<file path="config.mk">
export PLATFORM = sky130hd
export DESIGN_NAME = ftapb_bank
export DESIGN_NICKNAME = d
export VERILOG_FILES = /design/src/core/ftapb_pkg.sv /design/src/core/ftapb_bank.sv
export VERILOG_INCLUDE_DIRS = /design/src /design/src/core
export SDC_FILE = /design/constraint.sdc
export NUM_CORES = 1
export LEC_CHECK = 0
export BUFFER_PORTS_ARGS = -buffer_cell sky130_fd_sc_hd__clkbuf_2
export CAP_MARGIN = 10
export CORE_UTILIZATION = 45
export CTS_BUF_LIST = sky130_fd_sc_hd__clkbuf_4
export DETAILED_ROUTE_END_ITERATION = 10
export MAX_ROUTING_LAYER = met4
export PLACE_DENSITY = 0.73
export SLEW_MARGIN = 5
export SYNTH_ARGS = -nofsm -noshare
export SYNTH_HDL_FRONTEND = slang
export SYNTH_SLANG_ARGS = --single-unit
</file>
<file path="constraint.sdc">
create_clock -name ref_clk -period 9.25 [get_ports ref_clk]
set_clock_uncertainty 0.1 [all_clocks]
set_input_delay 2.775 -clock ref_clk [delete_from_list [all_inputs] [get_ports ref_clk]]
set_output_delay 2.775 -clock ref_clk [all_outputs]
set_load 0.01 [all_outputs]
</file>
<file path="src/core/ftapb_defs.svh">
// offsets, field positions, reset values and timing counts of the audio property bank
`ifndef FTAPB_DEFS_SVH
`define FTAPB_DEFS_SVH

// register indices; byte address is four times the index
`define FTAPB_IDX_CONTROL       14'h0000
`define FTAPB_IDX_STATUS        14'h0001
`define FTAPB_IDX_MASK          14'h0002
`define FTAPB_IDX_LINE_MUTE     14'h2105
`define FTAPB_IDX_PREEMPHASIS   14'h2106
`define FTAPB_IDX_PILOT_FREQ    14'h2107
`define FTAPB_IDX_DRC_ENABLE    14'h2200
`define FTAPB_IDX_COMP_THRESH   14'h2201
`define FTAPB_IDX_COMP_ATTACK   14'h2202

// field positions
`define FTAPB_BIT_RIGHT_SILENCE 0
`define FTAPB_BIT_LEFT_SILENCE  1
`define FTAPB_BIT_COMPRESSOR_ON 0
`define FTAPB_BIT_PEAK_CLAMP_ON 1
`define FTAPB_BIT_POWERED_UP    0
`define FTAPB_BIT_PILOT_ENABLE  1
`define FTAPB_EVT_CTS           0
`define FTAPB_EVT_REFUSED       1
`define FTAPB_EVT_COMPRESS      2

// reset values
`define FTAPB_RST_LINE_MUTE     2'h0
`define FTAPB_RST_PREEMPHASIS   2'h0
`define FTAPB_RST_PILOT_FREQ    16'h4A38
`define FTAPB_RST_DRC_ENABLE    2'h2
`define FTAPB_RST_COMP_THRESH   16'hFFD8
`define FTAPB_RST_COMP_ATTACK   4'h0
`define FTAPB_RST_CONTROL       2'h0

// limits and timing
`define FTAPB_ATTACK_MAX_CODE   4'h9
`define FTAPB_BUSY_CYCLES       4'h4
`define FTAPB_CLK_PERIOD_NS     50
`define FTAPB_ATTACK_STEP_NS    500000
`define FTAPB_ATTACK_STEP_CYC   (`FTAPB_ATTACK_STEP_NS / `FTAPB_CLK_PERIOD_NS)

`endif

</file>
<file path="src/core/ftapb_pkg.sv">
// types shared by the audio property bank
package ftapb_pkg;

  typedef enum logic [1:0] {
    CTS_READY = 2'b01,
    CTS_BUSY  = 2'b10
  } ftapb_cts_type;

  typedef struct packed {
    logic signed [15:0] left;
    logic signed [15:0] right;
  } ftapb_stereo_type;

  typedef struct packed {
    logic [1:0]  emphasis_select;
    logic [15:0] pilot_freq;
    logic        pilot_active;
    logic        peak_clamp_on;
    logic        compressor_on;
    logic [15:0] threshold;
    logic [3:0]  attack_code;
    logic        compression_region;
  } ftapb_audio_cfg_type;

  typedef struct packed {
    ftapb_cts_type    cts;
    logic [3:0]       busy_cnt;
    logic [1:0]       line_mute;
    logic [1:0]       emphasis_select;
    logic [15:0]      pilot_freq;
    logic [1:0]       drc_enable;
    logic [15:0]      threshold;
    logic [3:0]       attack_code;
    logic [1:0]       control;
    logic [2:0]       status;
    logic [2:0]       mask;
    logic [19:0]      attack_cnt;
    logic             compress;
    logic             pilot_active;
    logic             pready;
    logic             pslverr;
    logic [31:0]      prdata;
    logic             irq;
    ftapb_stereo_type audio;
  } ftapb_state_type;

endpackage : ftapb_pkg

</file>
<file path="src/core/ftapb_bank.sv">
// audio property bank with apb slave, clear-to-send and audio path controls
// Contract
// left input silenced while left mute bit set
// right input silenced while right mute bit set
// two-bit code selects 75us, 50us, off
// pilot frequency in 1 Hz, reset 19000
// pilot only while component pilot bit set
// host clears data-service bit for test tones
// clear-to-send rises once next command accepted
// property access only while powered up
// limiter follows bit 1, reset on
// compressor follows bit 0, reset off
// host keeps limiter off on old firmware
// threshold signed dBFS, reset minus forty
// gain below threshold, compression above it
// attack code n gives (n+1) half-milliseconds
// attack time delays entry into compression
// reserved bits ignored on write, read zero
// muted channel feeds zero samples downstream
//
// The APB register port was left to the implementer.
`timescale 1ns/1ns
`default_nettype none
`include "ftapb_defs.svh"

module ftapb_bank #(
  parameter int unsigned ATTACK_STEP_CYCLES = `FTAPB_ATTACK_STEP_CYC
) (
  input  wire logic                          ref_clk,
  input  wire logic                          nrst,
  input  wire logic                          psel,
  input  wire logic                          penable,
  input  wire logic                          pwrite,
  input  wire logic [15:0]                   paddr,
  input  wire logic [31:0]                   pwdata,
  output var  logic [31:0]                   prdata,
  output var  logic                          pready,
  output var  logic                          pslverr,
  output var  logic                          irq,
  output var  logic                          cts,
  input  wire ftapb_pkg::ftapb_stereo_type   audio_in,
  input  wire logic signed [15:0]            audio_level,
  output var  ftapb_pkg::ftapb_stereo_type   audio_out,
  output var  ftapb_pkg::ftapb_audio_cfg_type audio_cfg
);
  import ftapb_pkg::*;

  ftapb_state_type s_reg;
  ftapb_state_type s_next;

  function automatic logic is_property(input logic [15:0] addr);
    logic [13:0] idx;
    idx = addr[15:2];
    is_property = (idx == `FTAPB_IDX_LINE_MUTE) || (idx == `FTAPB_IDX_PREEMPHASIS) ||
                  (idx == `FTAPB_IDX_PILOT_FREQ) || (idx == `FTAPB_IDX_DRC_ENABLE) ||
                  (idx == `FTAPB_IDX_COMP_THRESH) || (idx == `FTAPB_IDX_COMP_ATTACK);
  endfunction : is_property

  function automatic logic [19:0] attack_limit(input logic [3:0] code);
    logic [3:0] c;
    c = (code > `FTAPB_ATTACK_MAX_CODE) ? `FTAPB_ATTACK_MAX_CODE : code;
    attack_limit = 20'((c + 4'h1) * ATTACK_STEP_CYCLES);
  endfunction : attack_limit

  logic access;
  logic prop_hit;
  logic above_thresh;
  assign access       = psel && penable && !s_reg.pready;
  assign prop_hit     = is_property(paddr);
  assign above_thresh = $signed(audio_level) > $signed(s_reg.threshold);

  // write taken by the bank while powered up and ready
  logic wr_taken;
  assign wr_taken = access && pwrite && (s_reg.cts == CTS_READY) && s_reg.control[`FTAPB_BIT_POWERED_UP];

  always_comb
  begin
    logic [2:0]  set_evt;
    logic [2:0]  clr_evt;
    logic [15:0] rd;
    set_evt = 3'h0;
    clr_evt = 3'h0;
    rd      = 16'h0000;
    s_next  = s_reg;
    s_next.pready  = 1'b0;
    s_next.pslverr = 1'b0;
    // clear-to-send countdown after a property access
    if (s_reg.cts == CTS_BUSY)
    begin
      if (s_reg.busy_cnt == 4'h0)
      begin
        s_next.cts = CTS_READY;
        set_evt[`FTAPB_EVT_CTS] = 1'b1;
      end
      else
      begin
        s_next.busy_cnt = s_reg.busy_cnt - 4'h1;
      end
    end
    // property access waits in access phase until ready
    if (access && (!prop_hit || s_reg.cts == CTS_READY))
    begin
      s_next.pready = 1'b1;
      if (prop_hit && !s_reg.control[`FTAPB_BIT_POWERED_UP])
      begin
        s_next.pslverr = 1'b1;
        set_evt[`FTAPB_EVT_REFUSED] = 1'b1;
      end
      else
      begin
        // reserved bits dropped on write, zero on read
        case (paddr[15:2])
          `FTAPB_IDX_CONTROL:
          begin
            rd = {14'h0000, s_reg.control};
            if (pwrite)
              s_next.control = pwdata[1:0];
          end
          `FTAPB_IDX_STATUS:
          begin
            rd = {13'h0000, s_reg.status};
            if (pwrite)
              clr_evt = pwdata[2:0];
          end
          `FTAPB_IDX_MASK:
          begin
            rd = {13'h0000, s_reg.mask};
            if (pwrite)
              s_next.mask = pwdata[2:0];
          end
          `FTAPB_IDX_LINE_MUTE:
          begin
            rd = {14'h0000, s_reg.line_mute};
            if (pwrite)
              s_next.line_mute = pwdata[1:0];
          end
          `FTAPB_IDX_PREEMPHASIS:
          begin
            rd = {14'h0000, s_reg.emphasis_select};
            if (pwrite)
              s_next.emphasis_select = pwdata[1:0];
          end
          `FTAPB_IDX_PILOT_FREQ:
          begin
            rd = s_reg.pilot_freq;
            if (pwrite)
              s_next.pilot_freq = pwdata[15:0];
          end
          `FTAPB_IDX_DRC_ENABLE:
          begin
            rd = {14'h0000, s_reg.drc_enable};
            if (pwrite)
              s_next.drc_enable = pwdata[1:0];
          end
          `FTAPB_IDX_COMP_THRESH:
          begin
            rd = s_reg.threshold;
            if (pwrite)
              s_next.threshold = pwdata[15:0];
          end
          `FTAPB_IDX_COMP_ATTACK:
          begin
            rd = {12'h000, s_reg.attack_code};
            if (pwrite)
              s_next.attack_code = pwdata[3:0];
          end
          default:
          begin
            s_next.pslverr = 1'b1;
          end
        endcase
        if (prop_hit)
        begin
          s_next.cts      = CTS_BUSY;
          s_next.busy_cnt = `FTAPB_BUSY_CYCLES - 4'h1;
        end
      end
      s_next.prdata = {16'h0000, rd};
    end
    // muted channels feed zero samples
    s_next.audio.left  = s_reg.line_mute[`FTAPB_BIT_LEFT_SILENCE] ? 16'sh0000 : audio_in.left;
    s_next.audio.right = s_reg.line_mute[`FTAPB_BIT_RIGHT_SILENCE] ? 16'sh0000 : audio_in.right;
    // gain region below threshold, compression after attack time above it
    if (!s_reg.drc_enable[`FTAPB_BIT_COMPRESSOR_ON] || !above_thresh)
    begin
      s_next.attack_cnt = 20'h00000;
      s_next.compress   = 1'b0;
    end
    else if (!s_reg.compress)
    begin
      if (s_reg.attack_cnt >= attack_limit(s_reg.attack_code) - 20'h00001)
      begin
        s_next.compress = 1'b1;
        set_evt[`FTAPB_EVT_COMPRESS] = 1'b1;
      end
      else
      begin
        s_next.attack_cnt = s_reg.attack_cnt + 20'h00001;
      end
    end
    s_next.pilot_active = s_reg.control[`FTAPB_BIT_PILOT_ENABLE] &&
                          s_reg.control[`FTAPB_BIT_POWERED_UP];
    // sticky events, a new event wins over its clear
    s_next.status = (s_reg.status & ~clr_evt) | set_evt;
    s_next.irq    = |(s_next.status & s_next.mask);
  end

  always_ff @(posedge ref_clk or negedge nrst)
  begin
    if (!nrst)
    begin
      s_reg                 <= '0;
      s_reg.cts             <= CTS_READY;
      s_reg.line_mute       <= `FTAPB_RST_LINE_MUTE;
      s_reg.emphasis_select <= `FTAPB_RST_PREEMPHASIS;
      s_reg.pilot_freq      <= `FTAPB_RST_PILOT_FREQ;
      s_reg.drc_enable      <= `FTAPB_RST_DRC_ENABLE;
      s_reg.threshold       <= `FTAPB_RST_COMP_THRESH;
      s_reg.attack_code     <= `FTAPB_RST_COMP_ATTACK;
      s_reg.control         <= `FTAPB_RST_CONTROL;
    end
    else
    begin
      s_reg <= s_next;
    end
  end

  assign prdata    = s_reg.prdata;
  assign pready    = s_reg.pready;
  assign pslverr   = s_reg.pslverr;
  assign irq       = s_reg.irq;
  assign cts       = s_reg.cts[0];
  assign audio_out = s_reg.audio;
  assign audio_cfg = '{emphasis_select:    s_reg.emphasis_select,
                       pilot_freq:         s_reg.pilot_freq,
                       pilot_active:       s_reg.pilot_active,
                       peak_clamp_on:      s_reg.drc_enable[`FTAPB_BIT_PEAK_CLAMP_ON],
                       compressor_on:      s_reg.drc_enable[`FTAPB_BIT_COMPRESSOR_ON],
                       threshold:          s_reg.threshold,
                       attack_code:        s_reg.attack_code,
                       compression_region: s_reg.compress};

  // checks
  chk_left_mute_zero: assert property (@(posedge ref_clk) disable iff (!nrst)
    s_reg.line_mute[`FTAPB_BIT_LEFT_SILENCE] |=> (audio_out.left == 16'sh0000))
    else $error("left output not silenced while muted");

  chk_right_mute_pass: assert property (@(posedge ref_clk) disable iff (!nrst)
    !s_reg.line_mute[`FTAPB_BIT_RIGHT_SILENCE] |=> (audio_out.right == $past(audio_in.right)))
    else $error("right output not passed while unmuted");

  chk_emph_write_only: assert property (@(posedge ref_clk) disable iff (!nrst)
    $changed(audio_cfg.emphasis_select) |-> $past(access && pwrite && s_reg.control[0] &&
      paddr[15:2] == `FTAPB_IDX_PREEMPHASIS))
    else $error("emphasis changed without a write");

  chk_pilot_freq_write: assert property (@(posedge ref_clk) disable iff (!nrst)
    $changed(audio_cfg.pilot_freq) |-> $past(pwdata[15:0]) == audio_cfg.pilot_freq)
    else $error("pilot frequency differs from written value");

  chk_pilot_gate_on: assert property (@(posedge ref_clk) disable iff (!nrst)
    audio_cfg.pilot_active |-> $past(s_reg.control[`FTAPB_BIT_PILOT_ENABLE]))
    else $error("pilot active without component enable");

  chk_cts_ready_event: assert property (@(posedge ref_clk) disable iff (!nrst)
    (s_reg.cts == CTS_BUSY && s_reg.busy_cnt == 4'h0) |=> (cts && s_reg.status[`FTAPB_EVT_CTS]))
    else $error("clear-to-send did not rise with its event");

  chk_cts_busy_after: assert property (@(posedge ref_clk) disable iff (!nrst)
    (pready && $past(prop_hit) && !pslverr) |-> !cts [*4] ##1 cts)
    else $error("clear-to-send busy period wrong");

  chk_refuse_power_down: assert property (@(posedge ref_clk) disable iff (!nrst)
    (access && prop_hit && cts && !s_reg.control[`FTAPB_BIT_POWERED_UP]) |=> (pready && pslverr))
    else $error("property access while powered down not refused");

  chk_attack_delay: assert property (@(posedge ref_clk) disable iff (!nrst)
    $rose(audio_cfg.compression_region) |-> $past(s_reg.attack_cnt) ==
      attack_limit($past(s_reg.attack_code)) - 20'h00001)
    else $error("compression entered before attack time");

  chk_left_mute_pass: assert property (@(posedge ref_clk) disable iff (!nrst)
    !s_reg.line_mute[`FTAPB_BIT_LEFT_SILENCE] |=> (audio_out.left == $past(audio_in.left)))
    else $error("left output not passed while unmuted");

  chk_right_mute_zero: assert property (@(posedge ref_clk) disable iff (!nrst)
    s_reg.line_mute[`FTAPB_BIT_RIGHT_SILENCE] |=> (audio_out.right == 16'sh0000))
    else $error("right output not silenced while muted");

  chk_mute_write_value: assert property (@(posedge ref_clk) disable iff (!nrst)
    (wr_taken && paddr[15:2] == `FTAPB_IDX_LINE_MUTE) |=> (s_reg.line_mute == $past(pwdata[1:0])))
    else $error("mute bits differ from written value");

  chk_emph_write_value: assert property (@(posedge ref_clk) disable iff (!nrst)
    (wr_taken && paddr[15:2] == `FTAPB_IDX_PREEMPHASIS) |=> (audio_cfg.emphasis_select == $past(pwdata[1:0])))
    else $error("emphasis differs from written value");

  chk_pilot_freq_hold: assert property (@(posedge ref_clk) disable iff (!nrst)
    !$past(wr_taken) |-> $stable(audio_cfg.pilot_freq))
    else $error("pilot frequency changed without a write");

  chk_pilot_needs_power: assert property (@(posedge ref_clk) disable iff (!nrst)
    audio_cfg.pilot_active |-> $past(s_reg.control[`FTAPB_BIT_POWERED_UP]))
    else $error("pilot active while powered down");

  chk_pilot_follows_enable: assert property (@(posedge ref_clk) disable iff (!nrst)
    (s_reg.control[`FTAPB_BIT_PILOT_ENABLE] && s_reg.control[`FTAPB_BIT_POWERED_UP]) |=> audio_cfg.pilot_active)
    else $error("pilot not active with component enable");

  chk_cts_stays_low: assert property (@(posedge ref_clk) disable iff (!nrst)
    (!cts && s_reg.busy_cnt != 4'h0) |=> !cts)
    else $error("clear-to-send rose before busy time ended");

  chk_prop_waits_cts: assert property (@(posedge ref_clk) disable iff (!nrst)
    (access && prop_hit && !cts) |=> !pready)
    else $error("property access answered while busy");

  chk_cts_event_sticky: assert property (@(posedge ref_clk) disable iff (!nrst)
    (s_reg.status[`FTAPB_EVT_CTS] && !(access && pwrite && paddr[15:2] == `FTAPB_IDX_STATUS)) |=>
      s_reg.status[`FTAPB_EVT_CTS])
    else $error("clear-to-send event lost without a clear");

  chk_refused_no_write: assert property (@(posedge ref_clk) disable iff (!nrst)
    (access && prop_hit && cts && !s_reg.control[`FTAPB_BIT_POWERED_UP]) |=> (cts && $stable({s_reg.line_mute,
      s_reg.emphasis_select, s_reg.pilot_freq, s_reg.drc_enable, s_reg.threshold, s_reg.attack_code})))
    else $error("refused access changed a property");

  chk_refused_event: assert property (@(posedge ref_clk) disable iff (!nrst)
    (access && prop_hit && cts && !s_reg.control[`FTAPB_BIT_POWERED_UP]) |=> s_reg.status[`FTAPB_EVT_REFUSED])
    else $error("refused access not flagged");

  chk_limiter_write: assert property (@(posedge ref_clk) disable iff (!nrst)
    (wr_taken && paddr[15:2] == `FTAPB_IDX_DRC_ENABLE) |=>
      (audio_cfg.peak_clamp_on == $past(pwdata[`FTAPB_BIT_PEAK_CLAMP_ON])))
    else $error("limiter enable differs from written value");

  chk_compressor_write: assert property (@(posedge ref_clk) disable iff (!nrst)
    (wr_taken && paddr[15:2] == `FTAPB_IDX_DRC_ENABLE) |=>
      (audio_cfg.compressor_on == $past(pwdata[`FTAPB_BIT_COMPRESSOR_ON])))
    else $error("compressor enable differs from written value");

  chk_comp_off_region: assert property (@(posedge ref_clk) disable iff (!nrst)
    !audio_cfg.compressor_on |=> !audio_cfg.compression_region)
    else $error("compression while compressor bypassed");

  chk_thresh_write: assert property (@(posedge ref_clk) disable iff (!nrst)
    (wr_taken && paddr[15:2] == `FTAPB_IDX_COMP_THRESH) |=> (audio_cfg.threshold == $past(pwdata[15:0])))
    else $error("threshold differs from written value");

  chk_gain_below_thresh: assert property (@(posedge ref_clk) disable iff (!nrst)
    !above_thresh |=> !audio_cfg.compression_region)
    else $error("compression while level below threshold");

  chk_attack_write: assert property (@(posedge ref_clk) disable iff (!nrst)
    (wr_taken && paddr[15:2] == `FTAPB_IDX_COMP_ATTACK) |=> (audio_cfg.attack_code == $past(pwdata[3:0])))
    else $error("attack code differs from written value");

  chk_entry_above_level: assert property (@(posedge ref_clk) disable iff (!nrst)
    $rose(audio_cfg.compression_region) |-> $past(above_thresh && audio_cfg.compressor_on))
    else $error("compression entered without level above threshold");

endmodule : ftapb_bank
`default_nettype wire

</file>
## Yosys cells after proc, flatten, opt, wreduce, memory -nomap -nowiden

Cells that the tools add are included.

| word-level totals | value |
|---|---|
| register bits | 129 |
| output and inout port bits | 110 |
| logic and storage cells | 120 |

| cells by class | value |
|---|---|
| add/subtract/negate cells | 4 |
| $mul | 1 |
| $lt $le $gt $ge | 3 |
| equality and inequality tests | 12 |
| muxes and demuxes | 46 |
| bitwise gates (word level) | 5 |
| reduce and logical (&&, ||, !) cells | 29 |

Operators by type and width:

| kind | number |
|---|---|
| 16-bit one-hot mux with 9 select lines | 1 |
| 16-bit 2-to-1 mux | 7 |
| 50-bit 2-to-1 mux | 2 |
| 14-bit equality test, second input constant | 6 |
| 21-bit 2-to-1 mux | 2 |
| 34-bit 2-to-1 mux | 1 |
| 4-bit AND reduction | 7 |
| 3-bit 2-to-1 mux | 8 |
| 20-bit by 1-bit adder with 20-bit output, second input constant | 1 |
| 20-bit greater-or-equal comparator | 1 |
| 20-bit 2-to-1 mux | 1 |
| 19-bit by 1-bit subtractor with 20-bit output, second input constant | 1 |
| 2-bit 2-to-1 mux | 9 |
| 16-bit greater-than comparator | 1 |
| 4-bit 2-to-1 mux | 4 |
| 5-bit by 10-bit multiplier with 15-bit output, second input constant | 1 |
| 14-bit by 1-bit equality test with 1-bit output, second input constant | 1 |
| 14-bit by 2-bit equality test with 1-bit output, second input constant | 1 |
| 14-bit zero test | 1 |
| 6-bit 2-to-1 mux | 2 |
| 1-bit 2-to-1 mux | 9 |
| 9-bit OR reduction | 1 |
| 1-bit logical OR | 7 |
| 3-bit bitwise AND | 2 |
| 15 further kinds | 23 |

## Depth between registers and ports, before layout

| logic depth | value |
|---|---|
| depth after elaboration | 15 |
| gate-level depth with buffers | 26 |
| gate-level depth less buffers | 25 |

## Worst setup path before layout

OpenSTA, ideal clock, no wires.

| timing path | value |
|---|---|
| kind | reg2reg |
| start point | register s_reg, in the netlist audio_cfg[3] |
| end point | register s_reg[78] (netlist bit) |
| setup time | 0.132 ns |
| arrival | 6.132 ns |
| required time | 9.018 ns |
| path slack | 2.886 ns |
| stages on the path, launching flop included | 26 |
| buffers on the path | 1 |
| clock period less this slack | 6.364 ns |
| cells stage by stage | dfrtp_1 o21a_1 nor2_1 inv_1 ha_1 xnor2_1 fa_1 inv_1 ha_1 ha_1 ha_1 nand4_1 o2111ai_2 a21oi_2 xnor2_1 or4_4 a2111oi_4 nand2_1 ha_1 and4_1 o2111ai_1 o211ai_1 clkbuf_1 nor3_1 xnor2_1 nor2_1 |

| on the way | value |
|---|---|
| cells in the longest elaborated chain, start to end | 8 |

RTL lines:

| what | RTL line | source |
|---|---|---|
| start, declared | ftapb_bank.sv:48 | `ftapb_state_type s_reg;` |
| start signal, assigned | ftapb_bank.sv:224 | `s_reg <= s_next;` |
| 4-bit greater-than comparator (no source line) | - |  |
| 4-bit 2-to-1 mux * | ftapb_bank.sv:61 | `` c = (code > `FTAPB_ATTACK_MAX_CODE) ? `FTAPB_ATTACK_MAX_CODE : code; `` |
| 4-bit by 1-bit adder with 5-bit output * | ftapb_bank.sv:62 | `attack_limit = 20'((c + 4'h1) * ATTACK_STEP_CYCLES);` |
| 5-bit by 10-bit multiplier with 15-bit output * | ftapb_bank.sv:62 |  |
| 19-bit by 1-bit subtractor with 20-bit output * | ftapb_bank.sv:191 | `if (s_reg.attack_cnt >= attack_limit(s_reg.attack_code) - 20'h00001)` |
| 20-bit greater-or-equal comparator * | ftapb_bank.sv:191 |  |
| 2-bit != test (no source line) * | - |  |
| 2-bit AND reduction (no source line) * | - |  |

Every way passes the cells marked *; elsewhere a longest branch is shown, timed or not.
A chain may end at the register's enable or synchronous reset.

## Worst setup path in the final report

| timing path | value |
|---|---|
| start point | register s_reg, in the netlist audio_cfg[3] |
| end point | register s_reg[82] (netlist bit) |

Same word-level chain as after synthesis.

==> results.md <==
- Vias in the first global route: 5,516
- Mapped Area: between 0.007 and 0.008 sq mm
- Vias per cell: 5.17
- CTS Hold Bufs: 0
- Final nets: about 1,000
- EDFF count, synth: 0
- Core Area: 0.0172 sq mm
- HPWL Detailed: 13,700 um
- Final hold vios: 0
- Avg WL per Cell: 15.9 um
- Synth top area cells: dfrtp_1 35%, buf_4 10%, ha_1 9.5%
- RSZ-0062 raised after global routing: false
- Rel. slew slack: 31.0%
- Max-cap viol count: 0
- First-pass GRT wire length: 27,900 um
- Ports: 211
- GP Congestion: about 0.85
- Status: complete, no violations
- Die X: 134 um
- Die Y-Extent: 134 um
- Setup violators final: 0
- Share of post-route cells with drive strength above 1: around 31%
- Post-DRT Antenna Nets: 0
- Max IR drop VDD: 66.4 uV
- Leading cell types in the layout, fill and taps excluded: 175 x clkbuf_2, 109 x dfrtp_1, 67 x nand2_1, 60 x ha_1, 47 x o21ai_0
- Syn_area_per_cell: 10.0 sq um
- Post-synthesis cell type count: 68
- Rows: 48
- CTS tree: built
- Routed via count: between 5,000 and 6,000
- Final worst slack: 1970 ps
- Clock slew at reported path FFs: about 110 ps
- Post-cts sizing count: 0
- Tcrit/Tclk final: 78.8%
- Ys async rst share: 100%
- Crit Path Class: flip-flop to flip-flop
- Leakage: 4.20 nW
- Clk sinks: about 130
- PD cells: 121 mW/mm^2
- Grt total ovfl: 0
- Crit path max fanout: 11
- Worst flop-to-flop path endpoint: s_reg[82]
- TritonRoute pass-1 iters: 6
- Skew-Pair Late Insertion Delay: 530 ps
- Clock root buffer: clkbuf_4
- Source of the worst hold timing path: prdata[3]
- CP endpoint kind: flip-flop
- Yosys warns: 0
- Cts bufs inserted: 17
- Max Fclk: ~0.14 GHz
- Max incr delay on CP: around 600 ps
- Register area share after synthesis: a little over 40%
- Dominant cell type by area after synthesis: dfrtp_1
- Post-synth top area share: 34.6%
- DR iter-0 viols: 356
- Hold path depth: 2
- Postcts setup bufs: 0
- Crit path required time: 9540 ps
- Reg2Reg Depth: 26
- Place WS: 1910 ps
- Arr. time, crit path: about 7600 ps
- Worst Max-Slew Pin Slew: approximately 1000 ps
- Total Wirelength: 17,700 um
- Non-filler instance count after layout: roughly 1,100
- Tmin final: 7280 ps
- Pin count of the biggest net entering global routing: 66
- Top cell by count, worst path: ha_1
- H-tree Lvls: 4
- Worst R2R Start: audio_cfg[3]
- Syn-to-layout area delta: 8.31%
- Ys flop type: dfrtp_1
- Syn Inst Count: approximately 800
- Hold Crit Class: flip-flop to flip-flop
- WHS Endpoint: prdata[3]
- Placed insts: 1,086
- Die area: 0.0181 sq mm
- Initial Utilization: 45.8%
- GRT Overall Usage: around a fifth
- # port buffers: 176
- Most common cell after layout, fill and taps aside: clkbuf_2
- Clock Path Buffers: 2
- Max Slew Vio Count: 0
- Max FFs per register: 42
- Yosys reg bits: 129
- Slowest stage cell, crit path: or4_4
- Worst Setup Start Kind: flip-flop
- Initial antenna violation count: 1
- Reg-to-reg slack, setup: approximately 2000 ps
- Residual DRC count: 0
- Setup TNS: 0 ps
## worst max-delay path, delay by kind of cell, from the launching register on
kind                     cells  cell delay, ps
flip-flops                   1             520
AND/OR/NAND/NOR              6            1680
adder cells (fa/ha/maj)      6            1790
XOR/XNOR                     3             750
AO/OA/AOI/OAI                8            1640
buffers and inverters        3             670
## report_power, final
part           switching [mW]  internal [mW]
logic                  0.0495         0.0326
clock network           0.218          0.157
registers             0.00249          0.572
total                   0.270          0.762
## cells by family (layout without fill, tap and decap cells)
logic type | Yosys count | in the layout | synth area share [%]
simple gates | 240 | 240 | 16.2
buf+inv | 161 | 247 | 12.9
compound gates | 130 | 130 | 10.8
flops | 129 | 129 | 41.2
fa+ha+maj | 63 | 63 | 10.3
mux | 35 | 35 | 5.41
xor+xnor | 28 | 28 | 3.11
other cells | 2 | 22 | 0.0952
## worst max-delay path by stage
stage / startpoint / cells after the start / slack (ps) / endpoint
3_5_place_dp: audio_cfg[3] / 26 / 1910 / s_reg[82]
2_1_floorplan: audio_cfg[3] / 25 / 2890 / s_reg[78]
3_3_place_gp: audio_cfg[3] / 26 / 2080 / s_reg[88]
5_1_grt: audio_cfg[3] / 24 / 1440 / s_reg[83]
6_report: audio_cfg[3] / 26 / 1970 / s_reg[82]
4_1_cts: audio_cfg[3] / 26 / 1900 / s_reg[82]
## synth_stat cells, drive strengths merged (5+ instances only)
master	instances
buf	112
dfrtp	109
nand2	67
ha	60
o21ai	48
nor2b	41
nor2	38
inv	36
mux2	31
a21oi	28
xnor2	23
dfstp	20
nor3	19
nand3	17
a22oi	15
clkbuf	13
nand4	10
nand2b	8
o211ai	7
and3	6
or3	6
a21o	5
nor4	5
xor2	5
## routing by layer
| metal | wire (um) | part of all wire [%] | track usage (%) | up-vias |
|---|---|---|---|---|
| met4 | 265 | 1.5 | 6.18 | 0 |
| li1 | - | - | - | 2794 |
| met5 | 0 | 0 | - | - |
| met1 | 7840 | 44 | 25.6 | 2790 |
| met2 | 8730 | 49 | 33.5 | 177 |
| met3 | 911 | 5.1 | 4.16 | 21 |
## final cells by class
class,instances,area [sq um]
Inverter,36,135
Fill cell,1625,8690
Clock buffer,17,128
Clock inverter,15,145
Sequential cell,129,3250
Antenna cell,1,2.50
Timing Repair Buffer,179,906
Multi-Input combinational cell,517,3700
Tap cell,225,282
## per-stage QoR
step	area (sq um)	hold WS, ps	total power [mW]	util (%)
floorplan	7960	350	0.637	-
global placement	8270	363	0.667	48.0
detailed placement	8270	370	0.668	48.0
CTS	8550	397	1.04	49.6
global route	8550	419	1.08	49.6
finish	8550	390	1.03	49.6
No activity file was read; power rests on OpenSTA's default activity.
